### config.mk
export PLATFORM = sky130hd
export DESIGN_NAME = tftst_panel_timing
export DESIGN_NICKNAME = d
export VERILOG_FILES = /design/src/logic/tftst_pkg.sv /design/src/logic/tftst_axis_counter.sv /design/src/logic/tftst_panel_timing.sv
export VERILOG_INCLUDE_DIRS = /design/src /design/src/logic
export SDC_FILE = /design/constraint.sdc
export NUM_CORES = 1
export LEC_CHECK = 0
export BUFFER_PORTS_ARGS = -buffer_cell sky130_fd_sc_hd__buf_4
export CAP_MARGIN = 10
export CORE_ASPECT_RATIO = 1.5
export CORE_UTILIZATION = 60
export CTS_BUF_LIST = sky130_fd_sc_hd__clkbuf_8 sky130_fd_sc_hd__clkbuf_16
export CTS_CLUSTER_DIAMETER = 30
export DETAILED_ROUTE_END_ITERATION = 10
export PLACE_DENSITY = 0.79
export SLEW_MARGIN = 20
export SYNTH_ARGS = -nofsm -noshare
export SYNTH_HDL_FRONTEND = slang
export SYNTH_HIERARCHICAL = 1
export SYNTH_SLANG_ARGS = --single-unit
### constraint.sdc
create_clock -name clk -period 10.45 [get_ports clk]
set_input_delay 0.5225 -clock clk [delete_from_list [all_inputs] [get_ports clk]]
set_output_delay 0.5225 -clock clk [all_outputs]
set_load 0.01 [all_outputs]
### src/logic/tftst_consts.svh
// timing block constants: register offsets, field positions, reset values
// assumes inclusion from the package, the design modules and the bench
`ifndef TFTST_CONSTS_SVH
`define TFTST_CONSTS_SVH

// register byte offsets on the avalon word bus
`define TFTST_OFS_CTRL        6'h00
`define TFTST_OFS_SIZE        6'h04
`define TFTST_OFS_LINE        6'h08
`define TFTST_OFS_FRAME       6'h0C
`define TFTST_OFS_POL         6'h10
`define TFTST_OFS_CLKDIV      6'h14
`define TFTST_OFS_STATUS      6'h18
`define TFTST_OFS_PIXEL       6'h1C

// field positions
`define TFTST_SIZE_X_LSB      0
`define TFTST_SIZE_Y_LSB      16
`define TFTST_PAR_SW_LSB      0
`define TFTST_PAR_BP_LSB      8
`define TFTST_PAR_FP_LSB      16
`define TFTST_POL_LINE_BIT    0
`define TFTST_POL_FRAME_BIT   1
`define TFTST_DIV_LSB         0
`define TFTST_DLY_LSB         8
`define TFTST_INV_BIT         16

// reset values
`define TFTST_RST_SIZE        32'h01E0_0280
`define TFTST_RST_LINE        32'h0028_2830
`define TFTST_RST_FRAME       32'h000A_2002
`define TFTST_RST_POL         32'h0000_0000
`define TFTST_RST_CLKDIV      32'h0000_0002

// fastest pixel clock period in picoseconds and its least divider
`define TFTST_TPCP_MIN_PS     11200
`define TFTST_CLK_PERIOD_PS   5000
`define TFTST_DIV_MIN \
   ((`TFTST_TPCP_MIN_PS + `TFTST_CLK_PERIOD_PS - 1) / `TFTST_CLK_PERIOD_PS)

`endif

### src/logic/tftst_pkg.sv
// types shared by the panel timing block
// assumes the constants header sits beside it
`include "tftst_consts.svh"
package tftst_pkg;
   // line and frame phases, one-hot
   typedef enum logic [3:0] {
      TFTST_SYNC   = 4'h1,
      TFTST_BACK   = 4'h2,
      TFTST_ACTIVE = 4'h4,
      TFTST_FRONT  = 4'h8
   } tftst_phase_t;

   // interval set used by one axis counter
   typedef struct packed {
      logic [15:0] syncWidth;
      logic [15:0] backPorch;
      logic [15:0] activeCount;
      logic [15:0] frontPorch;
   } tftst_axis_t;

   // panel-facing pins
   typedef struct packed {
      logic        pixelClock;
      logic        lineSync;
      logic        frameSync;
      logic        activeDataWindow;
      logic [23:0] pixelData;
   } tftst_panel_t;
endpackage : tftst_pkg

### src/logic/tftst_axis_counter.sv
// one axis of display timing: walks sync, back porch, active, front porch
// assumes a one-cycle step pulse and intervals held stable by the caller
`timescale 1ns/1ps
`default_nettype none
module tftst_axis_counter
   import tftst_pkg::*;
(
   // clock and reset
   input  wire logic         clk,
   input  wire logic         reset,
   // control
   input  wire logic         step,
   input  wire tftst_axis_t  intervals,
   // status
   output tftst_phase_t      phase,
   output logic              wrapPulse
);
   typedef struct packed {
      tftst_phase_t phase;
      logic [15:0]  count;
   } tftst_ax_state_t;

   tftst_ax_state_t state;
   tftst_ax_state_t next_state;
   logic [15:0]     limit;

   // length of current phase, zero counts as one
   always_comb begin
      case (state.phase)
         TFTST_SYNC:   limit = intervals.syncWidth;
         TFTST_BACK:   limit = intervals.backPorch;
         TFTST_ACTIVE: limit = intervals.activeCount;
         TFTST_FRONT:  limit = intervals.frontPorch;
         default:      limit = 16'h0001;
      endcase
   end

   always_comb begin
      next_state = state;
      wrapPulse  = 1'b0;
      if (step) begin
         if (state.count + 16'h0001 >= limit) begin
            next_state.count = 16'h0000;
            case (state.phase)
               TFTST_SYNC:   next_state.phase = TFTST_BACK;
               TFTST_BACK:   next_state.phase = TFTST_ACTIVE;
               TFTST_ACTIVE: next_state.phase = TFTST_FRONT;
               TFTST_FRONT: begin
                  next_state.phase = TFTST_SYNC;
                  wrapPulse        = 1'b1;
               end
               default:      next_state.phase = TFTST_SYNC;
            endcase
         end else begin
            next_state.count = state.count + 16'h0001;
         end
      end
   end

   always_ff @(posedge clk) begin
      if (reset) begin
         state <= '{phase: TFTST_SYNC, count: 16'h0000};
      end else begin
         state <= next_state;
      end
   end

   assign phase = state.phase;
endmodule // tftst_axis_counter
`default_nettype wire

### src/logic/tftst_panel_timing.sv
// panel timing generator with avalon register slave and pixel clock divider
// assumes one 200 MHz clock, synchronous reset, master holds request
//
// Decided for this implementation: the register offsets and the Avalon-MM slave port.
`timescale 1ns/1ps
`default_nettype none
`include "tftst_consts.svh"
module tftst_panel_timing
   import tftst_pkg::*;
#(
   parameter int DELAY_WIDTH = 8
)(
   // clock and reset
   input  wire logic         clk,
   input  wire logic         reset,
   // avalon-mm slave
   input  wire logic [5:0]   address,
   input  wire logic         read,
   input  wire logic         write,
   input  wire logic [31:0]  writedata,
   input  wire logic [3:0]   byteenable,
   output logic [31:0]       readdata,
   output logic              waitrequest,
   // panel pins
   output tftst_panel_t      panel
);
   initial begin
      if (DELAY_WIDTH < 1 || DELAY_WIDTH > 8) begin
         $error("DELAY_WIDTH must be 1 to 8");
      end
   end

   localparam logic [7:0] DIV_MIN = 8'(`TFTST_DIV_MIN);

   typedef struct packed {
      logic [31:0]  size;       // software copy
      logic [31:0]  lineParams;
      logic [31:0]  frameParams;
      logic [31:0]  activeSize; // copies used by counters
      logic [31:0]  activeLine;
      logic [31:0]  activeFrame;
      logic [1:0]   pol;
      logic [31:0]  clkDiv;
      logic         enable;
      logic [23:0]  pixelReg;
      logic [7:0]   divCount;
      logic         pclkRaw;
      logic [7:0]   delayLine;
      logic         acked;
      logic [31:0]  rdata;
      logic [15:0]  frameCount;
      tftst_panel_t pins;
   } tftst_state_t;

   tftst_state_t state;
   tftst_state_t next_state;
   logic         pixelStep;
   tftst_phase_t hPhase;
   tftst_phase_t vPhase;
   logic         lineWrap;
   logic         frameWrap;
   logic         hit;
   logic [31:0]  wMask;
   tftst_axis_t  hAxis;
   tftst_axis_t  vAxis;
   logic [7:0]   divLimit;

   // byte lane mask from byteenable
   always_comb begin
      for (int i = 0; i < 4; i++) begin
         wMask[i*8 +: 8] = {8{byteenable[i]}};
      end
   end

   // divider never goes below the fastest legal pixel clock
   always_comb begin
      divLimit = state.clkDiv[`TFTST_DIV_LSB +: 8];
      if (divLimit < DIV_MIN) begin
         divLimit = DIV_MIN;
      end
   end

   assign pixelStep = state.enable && !state.pclkRaw
                      && (state.divCount + 8'h01 >= divLimit);

   assign hAxis = '{
      syncWidth:   {8'h00, state.activeLine[`TFTST_PAR_SW_LSB +: 8]},
      backPorch:   {8'h00, state.activeLine[`TFTST_PAR_BP_LSB +: 8]},
      activeCount: state.activeSize[`TFTST_SIZE_X_LSB +: 16],
      frontPorch:  {8'h00, state.activeLine[`TFTST_PAR_FP_LSB +: 8]}};

   assign vAxis = '{
      syncWidth:   {8'h00, state.activeFrame[`TFTST_PAR_SW_LSB +: 8]},
      backPorch:   {8'h00, state.activeFrame[`TFTST_PAR_BP_LSB +: 8]},
      activeCount: state.activeSize[`TFTST_SIZE_Y_LSB +: 16],
      frontPorch:  {8'h00, state.activeFrame[`TFTST_PAR_FP_LSB +: 8]}};

   // pixel counter within a line
   tftst_axis_counter uLine (
      .clk       (clk),
      .reset     (reset || !state.enable),
      .step      (pixelStep),
      .intervals (hAxis),
      .phase     (hPhase),
      .wrapPulse (lineWrap)
   );

   // line counter within a frame
   tftst_axis_counter uFrame (
      .clk       (clk),
      .reset     (reset || !state.enable),
      .step      (lineWrap),
      .intervals (vAxis),
      .phase     (vPhase),
      .wrapPulse (frameWrap)
   );

   // one-cycle answer: wait on first cycle, release next
   assign hit         = (read || write) && !state.acked;
   assign waitrequest = (read || write) && !state.acked;
   assign readdata    = state.rdata;
   assign panel       = state.pins;

   always_comb begin
      next_state       = state;
      next_state.acked = 1'b0;
      // register access, taken once per request
      if (hit) begin
         next_state.acked = 1'b1;
         next_state.rdata = 32'h0000_0000;
         if (write) begin
            case (address)
               `TFTST_OFS_CTRL:   next_state.enable =
                  byteenable[0] ? writedata[0] : state.enable;
               `TFTST_OFS_SIZE:   next_state.size =
                  (state.size & ~wMask) | (writedata & wMask);
               `TFTST_OFS_LINE:   next_state.lineParams =
                  (state.lineParams & ~wMask) | (writedata & wMask);
               `TFTST_OFS_FRAME:  next_state.frameParams =
                  (state.frameParams & ~wMask) | (writedata & wMask);
               `TFTST_OFS_POL:    next_state.pol =
                  byteenable[0] ? writedata[1:0] : state.pol;
               `TFTST_OFS_CLKDIV: next_state.clkDiv =
                  (state.clkDiv & ~wMask) | (writedata & wMask);
               `TFTST_OFS_PIXEL:  next_state.pixelReg =
                  (state.pixelReg & ~wMask[23:0])
                  | (writedata[23:0] & wMask[23:0]);
               default: ;
            endcase
         end else begin
            case (address)
               `TFTST_OFS_CTRL:   next_state.rdata = {31'h0, state.enable};
               `TFTST_OFS_SIZE:   next_state.rdata = state.size;
               `TFTST_OFS_LINE:   next_state.rdata = state.lineParams;
               `TFTST_OFS_FRAME:  next_state.rdata = state.frameParams;
               `TFTST_OFS_POL:    next_state.rdata = {30'h0, state.pol};
               `TFTST_OFS_CLKDIV: next_state.rdata = state.clkDiv;
               `TFTST_OFS_STATUS: next_state.rdata =
                  {state.frameCount, 4'h0, state.pins.activeDataWindow,
                   state.pins.frameSync, state.pins.lineSync,
                   (vPhase == TFTST_ACTIVE), hPhase, vPhase};
               `TFTST_OFS_PIXEL:  next_state.rdata = {8'h00, state.pixelReg};
               default:           next_state.rdata = 32'h0000_0000;
            endcase
         end
      end

      // shadow copy at frame boundary, or while idle
      if (frameWrap || !state.enable) begin
         next_state.activeSize  = state.size;
         next_state.activeLine  = state.lineParams;
         next_state.activeFrame = state.frameParams;
      end
      if (frameWrap) begin
         next_state.frameCount = state.frameCount + 16'h0001;
      end

      // pixel clock divider: two toggles per pixel
      if (!state.enable) begin
         next_state.divCount = 8'h00;
         next_state.pclkRaw  = 1'b0;
      end else if (state.divCount + 8'h01 >= divLimit) begin
         next_state.divCount = 8'h00;
         next_state.pclkRaw  = !state.pclkRaw;
      end else begin
         next_state.divCount = state.divCount + 8'h01;
      end

      // delay line shifts the clock by whole system cycles; it takes the
      // new raw level so that delay zero rises in step with the data
      next_state.delayLine = {state.delayLine[6:0], next_state.pclkRaw};
      next_state.pins.pixelClock =
         next_state.delayLine[state.clkDiv[`TFTST_DLY_LSB +: 3]]
         ^ state.clkDiv[`TFTST_INV_BIT];

      if (pixelStep) begin
         next_state.pins.lineSync  =
            (hPhase == TFTST_SYNC) ^ state.pol[`TFTST_POL_LINE_BIT];
         next_state.pins.frameSync =
            (vPhase == TFTST_SYNC) ^ state.pol[`TFTST_POL_FRAME_BIT];
         next_state.pins.activeDataWindow =
            (hPhase == TFTST_ACTIVE) && (vPhase == TFTST_ACTIVE);
         next_state.pins.pixelData =
            ((hPhase == TFTST_ACTIVE) && (vPhase == TFTST_ACTIVE))
            ? state.pixelReg : 24'h000000;
      end
      if (!state.enable) begin
         next_state.pins.lineSync  = state.pol[`TFTST_POL_LINE_BIT];
         next_state.pins.frameSync = state.pol[`TFTST_POL_FRAME_BIT];
         next_state.pins.activeDataWindow = 1'b0;
         next_state.pins.pixelData = 24'h000000;
      end
   end

   always_ff @(posedge clk) begin
      if (reset) begin
         state             <= '0;
         state.size        <= `TFTST_RST_SIZE;
         state.lineParams  <= `TFTST_RST_LINE;
         state.frameParams <= `TFTST_RST_FRAME;
         state.activeSize  <= `TFTST_RST_SIZE;
         state.activeLine  <= `TFTST_RST_LINE;
         state.activeFrame <= `TFTST_RST_FRAME;
         state.pol         <= 2'(`TFTST_RST_POL);
         state.clkDiv      <= `TFTST_RST_CLKDIV;
      end else begin
         state <= next_state;
      end
   end
endmodule // tftst_panel_timing
`default_nettype wire

== Word-level counts from Yosys, hierarchy flattened ==
Cells that the tools add are included.

* Output and inout bits: 61
* Register bits after elaboration: 368

* Order comparisons: 5
* Reduce and logical (&&, ||, !) cells: 22
* Equal/unequal tests: 16
* Mux-type cells: 23
* Bitwise logic cells: 18
* Add/subtract/negate cells: 4

{| class="wikitable"
|+ Operator list
! kind !! number
|-
| $pmux W32 S8 || 1
|-
| $and A32 B32 Y32 || 5
|-
| $or A32 B32 Y32 || 4
|-
| $pmux W16 S4 || 2
|-
| $mux W27 || 2
|-
| $add A16 B1 Y16 const B || 3
|-
| $and A24 B24 Y24 || 2
|-
| $mux W33 || 1
|-
| $ge A16 B16 Y1 || 2
|-
| $mux W16 || 2
|-
| $mux W32 || 1
|-
| $not A32 Y32 || 1
|-
| $eq A6 B5 Y1 const B || 4
|-
| $mux W24 || 1
|-
| $not A24 Y24 || 1
|-
| $or A24 B24 Y24 || 1
|-
| $pmux W4 S3 || 2
|-
| $reduce_and A3 Y1 || 5
|-
| $eq A6 B4 Y1 const B || 2
|-
| $mux W1 || 9
|-
| $add A8 B1 Y8 const B || 1
|-
| $eq A4 B1 Y1 const B || 2
|-
| $eq A4 B2 Y1 const B || 2
|-
| $eq A4 B3 Y1 const B || 2
|-
| 18 further kinds || 30
|}

== Logic depth before layout (Yosys ltp) ==
* Word-level depth: 8
* Gate-level depth with buffers: 22
* Depth with buffers taken out: 19

== Modules after synthesis ==
The synthesis kept the hierarchy.

{| class="wikitable"
|+ By module, submodules not included
! module !! sequential area each (µm²) !! area an instance (µm²) !! times used !! cells an instance
|-
| tftst_panel_timing || 6546.3 || 13596.8 || 1 || 1593
|-
| tftst_axis_counter (uFrame) || 400.4 || 1936.9 || 1 || 241
|-
| tftst_axis_counter (uLine) || 400.4 || 1933.1 || 1 || 233
|}

== Least setup slack after synthesis ==
Ideal clock, no wire load.

* Kind: reg2reg
* Start: reg uLine.state (netlist bit uLine/phase[1])
* End: reg state[43] (netlist bit)
* Clock period less this slack: 4.804 ns
* Arrival: 4.733 ns
* Path buffers: 4
* Cell stages (with the launch flop): 20
* Path slack: 5.646 ns
* Library setup time: 0.070 ns
* Cell sequence: dfxtp_1 -> nor4b_2 -> clkbuf_1 -> a221oi_1 -> ha_1 -> o21ai_0 -> a211o_1 -> o32ai_2 -> nor3_4 -> nand2b_1 -> nor2_1 -> inv_1 -> clkbuf_1 -> nor3b_1 -> clkbuf_1 -> and4_1 -> clkbuf_1 -> nand3_1 -> or3_1 -> a21oi_1

* Word-level cells in the longest chain between the ends: 6
* Elaborated cells between the ends (all ways): 10
* Those cells by class: order compare (1); eq/ne (4); mux (5)

{| class="wikitable"
|+ Ends and longest elaborated chain
! what !! line !! text
|-
| from (decl) || tftst_axis_counter.sv:23 || <nowiki>tftst_ax_state_t state;</nowiki>
|-
| from (signal assigned) || tftst_axis_counter.sv:62 || <nowiki>state <= '{phase: TFTST_SYNC, count: 16'h0000};</nowiki>
|-
| from (signal assigned) || tftst_axis_counter.sv:64 || <nowiki>state <= next_state;</nowiki>
|-
| $eq A4 B4 Y1 (tied with other cells) || tftst_axis_counter.sv:29, tftst_axis_counter.sv:44 ||
|-
| $pmux W16 S4 || tftst_axis_counter.sv:29 || <nowiki>case (state.phase)</nowiki>
|-
| $ge A16 B16 Y1 || tftst_axis_counter.sv:42 || <nowiki>if (state.count + 16'h0001 >= limit) begin</nowiki>
|-
| $mux W1 (*) || tftst_axis_counter.sv:42 ||
|-
| $mux W1 (*) || tftst_axis_counter.sv:41 || <nowiki>if (step) begin</nowiki>
|-
| net lineWrap || tftst_panel_timing.sv:60 || <nowiki>logic lineWrap;</nowiki>
|-
| $mux W1 (*) || tftst_axis_counter.sv:41 ||
|-
| net frameWrap || tftst_panel_timing.sv:61 || <nowiki>logic frameWrap;</nowiki>
|-
| to (signal assigned) || tftst_panel_timing.sv:227 || <nowiki>state <= next_state;</nowiki>
|-
| to (decl) || tftst_panel_timing.sv:55 || <nowiki>tftst_state_t state;</nowiki>
|}

Mark *: on every way through the listed nets, which the timed path passes. The rest lies on a longest branch.
A chain may end at the register's enable or synchronous reset.

== Worst setup path in the final report ==
* Start: reg uLine/state[0] (netlist bit)
* End: reg state (netlist bit hAxis[49])

* Word-level cells in the longest chain between the ends: 6

{| class="wikitable"
|+ Ends and longest elaborated chain
! what !! line !! text
|-
| $add A16 B1 Y16 || tftst_axis_counter.sv:42 ||
|-
| $ge A16 B16 Y1 || tftst_axis_counter.sv:42 ||
|-
| $mux W1 || tftst_axis_counter.sv:42 ||
|-
| $mux W1 || tftst_axis_counter.sv:41 ||
|-
| net lineWrap || tftst_panel_timing.sv:60 ||
|-
| $mux W1 || tftst_axis_counter.sv:41 ||
|-
| net frameWrap || tftst_panel_timing.sv:61 ||
|-
| $logic_or A1 B1 Y1 || tftst_panel_timing.sv:169 || <nowiki>if (frameWrap || !state.enable) begin</nowiki>
|}

The timed path passes the listed nets, and every way through them passes these cells.

==> summary.txt <==
Die
  – Initial Util: 0.608
  – I/O pins: 107
  – Die height: 211 um
  – Core ar.: 0.0287 mm^2
  – Full die area: 0.0298 mm^2
  – Rows: 76
  – Chip width: 141 um

Placed design
  – Buffers on Ports: 106
  – Final Wtd Congestion: 0.867
  – Dpl cell area: 0.0180 mm^2
  – DP HPWL: 33.0 mm

Global routing
  – Tot GR Track Use: 0.328
  – Initial antenna violation count: 0
  – Vias in the first global route: 14.9k
  – Largest net degree at the start of global routing: 134
  – First-pass GRT wire length: 78.0 mm
  – GRT overflow: 0

Clocking
  – CTS H-tree depth: 2
  – Num CTS Buffers: 53
  – # resized after CTS: 0
  – Total setup buffers inserted after CTS: 0
  – CTS sink cnt: 367
  – CTS tree: built
  – Clk buf depth: 3
  – Hold-fix buffer count after cts: 0
  – Root Buffer Master: clkbuf_16
  – Worst-path clk slew: 0.06 ns
  – Worst-skew pair later-pin latency: 0.58 ns

Synth
  – Post-synth ARST share: 0
  – Mean post-synth cell area: 8.45 um^2
  – Top cells by count, synth: 368 x nand2_1, 367 x dfxtp_1, 249 x a21oi_1
  – Yosys reg bits: 367
  – Ranking of synthesized cells by area: dfxtp_1 42%, nand2_1 7.9%, a21oi_1 7.1%
  – Post-Syn Area: 0.0175 mm^2
  – Post-Synthesis Cells: 2067
  – Most used DFF post-synth: dfxtp_1
  – Sequential fraction of the synthesis area: 0.421
  – Synth warn: 6
  – Post-synth EDFFs: 0
  – Number of library cell types mapped by synthesis: 83
  – Synth top area share: 0.421
  – Yosys top cell by area: dfxtp_1
  – Top-count cell post-synth: nand2_1

Job
  – Max Cap Violations: 0

Timing
  – Final Slew Violations: 0
  – Clock skew: 0.0179 ns
  – Setup total negative slack: 0 ns
  – Setup violators final: 0
  – Min cycle time layout: 6.01 ns
  – Period utilization: 0.575
  – RSZ-0062 raised after global routing: false
  – Slew headroom: 0.262
  – Slew at the pin with the worst max-slew slack: 1.10 ns
  – Final Hold Fails: 0
  – F_max: 0.166 GHz

Setup path
  – Critical path's slowest cell: nor3_4
  – Critical Path, Cell by Cell: ha_1 > and3_1 > nand2_1 > nor2_1 > nand3_1 > xnor2_1 > ha_1 > nand4_1 > nor2_1 > a311o_1 > nor3_4 > nand2b_1 > nor2_1 > buf_4 > inv_1 > nor3b_1 > buf_4 > nor2b_4 > buf_4 > nand2_1 > a21oi_1
  – CP peak stage delay: 0.88 ns
  – Critical Path Fanout Max: 80
  – CP delay by family, top: simple AND/OR/NAND/NOR gates
  – Arrival time at the worst endpoint: 6.49 ns
  – WP data required: 10.93 ns
  – Worst Setup Start Kind: flip-flop
  – CP Capture Type: flip-flop
  – CP bufs+invs: 4
  – CP Class: flip-flop to flip-flop

Route
  – Post-DRT Antenna Nets: 0
  – Total number of vias: 15.7k
  – Detailed Route Iter0 Violations: 1503
  – 1st-pass router iterations: 8
  – Drt total wl: 49.3 mm
  – Per-cell routed wire length: 19.6 um
  – DRC errors left: 0
  – Vias per inst: 6.25

Layout
  – Multi-input logic area: 0.00906 mm^2
  – Layout cells sized above 1: 0.130
  – Net count reported at finish: 2172
  – Storage element area: 0.00735 mm^2
  – Layout Utilization: 0.695
  – Ant. Diodes: 0
  – Fillers: 2307
  – Area growth, synth to finish: 14.2%
  – Fin area: 0.0200 mm^2

Power
  – VDD IR max: 0.148 mV
  – Leak: 7.08 nW
  – Power Density: 173 mW/mm^2

Outcome
  – Status: finished clean

Worst hold path
  – Worst Hold Class: input pin to flip-flop
cells in the final DEF, fill, tap and decap left out, types with 31 or more instances in the layout:
| cell | Yosys | routed |
|---|---|---|
| a22o_1 | 54 | 54 |
| buf_4 | 69 | 130 |
| nand3_1 | 159 | 159 |
| dfxtp_1 | 367 | 367 |
| a22oi_1 | 73 | 73 |
| a21oi_1 | 249 | 249 |
| conb_1 | 1 | 48 |
| ha_1 | 44 | 44 |
| nand2_1 | 368 | 368 |
| clkbuf_16 | 0 | 53 |
| nor2_1 | 70 | 70 |
| a221oi_1 | 31 | 31 |
layer usage:
metal | vias to the layer above | track usage | wire length [um]
li1 | 7344 | - | -
met1 | 7529 | 0.399 | 19200
met2 | 710 | 0.547 | 23800
met3 | 142 | 0.0569 | 3850
met4 | 0 | 0.183 | 2410
met5 | - | 0 | 0
stage by stage:
stage                     hold WS, ns  std cells  total power [mW]  worst slack (ns)
final                           0.229       2517              3.45              4.44
after global routing            0.219       2517              3.53              3.95
after CTS                       0.212       2517              3.45              4.51
after detailed placement        0.446       2417              1.52              4.56
after global placement          0.440       2417              1.52              4.75
after floorplan                 0.429       2114              1.48              5.65
power breakdown:
group / switching [mW] / internal, mW / leakage, nW / total, mW
sequential: 0.00188 / 1.40 / 2.96 / 1.40
clock: 0.715 / 1.24 / 0.972 / 1.96
combinational: 0.0619 / 0.0247 / 3.15 / 0.0867
worst reg2reg max path, stage by stage, from the launching register on:
cell	delay [ns]
dfxtp_1	0.42
ha_1	0.28
and3_1	0.29
nand2_1	0.11
nor2_1	0.16
nand3_1	0.15
xnor2_1	0.17
ha_1	0.32
nand4_1	0.16
nor2_1	0.06
a311o_1	0.41
nor3_4	0.88
nand2b_1	0.26
nor2_1	0.06
buf_4	0.19
inv_1	0.57
nor3b_1	0.14
buf_4	0.21
nor2b_4	0.11
buf_4	0.63
nand2_1	0.18
a21oi_1	0.17
final timing paths:
path                                     from                       to  depth (start not counted)  slack, ns
hold / removal                  writedata[28]                flip-flop                          3       0.23
setup / recovery  uLine/state[0]$_SDFFE_PP0P_   hAxis[49]$_SDFFE_PP0P_                         21       4.44
setup reg to reg  uLine/state[0]$_SDFFE_PP0P_   hAxis[49]$_SDFFE_PP0P_                         21       4.44
hold reg to reg       state[162]$_SDFFE_PP0P_  state[162]$_SDFFE_PP0P_                          2       0.45
layout make-up:
type,instances,area share
Sequential cell,367,0.368
Multi-Input combinational cell,1504,0.454
Inverter,25,0.00470
Timing Repair Buffer,131,0.0496
Tap cell,390,0.0245
Clock inverter,41,0.0281
Clock buffer,59,0.0706
kinds of logic after synthesis:
logic type                 Yosys count  share of synthesized area
adders and majority gates           44                     0.0315
other                                1                   0.000215
buffers and inverters              243                     0.0739
muxes                               31                     0.0186
and+or+nand+nor                    787                      0.221
xor gates and xnor gates            48                     0.0241
AOI/OAI and AO/OA                  546                      0.210
DFF                                367                      0.421
Note: power is estimated with default switching activity, not from simulation.
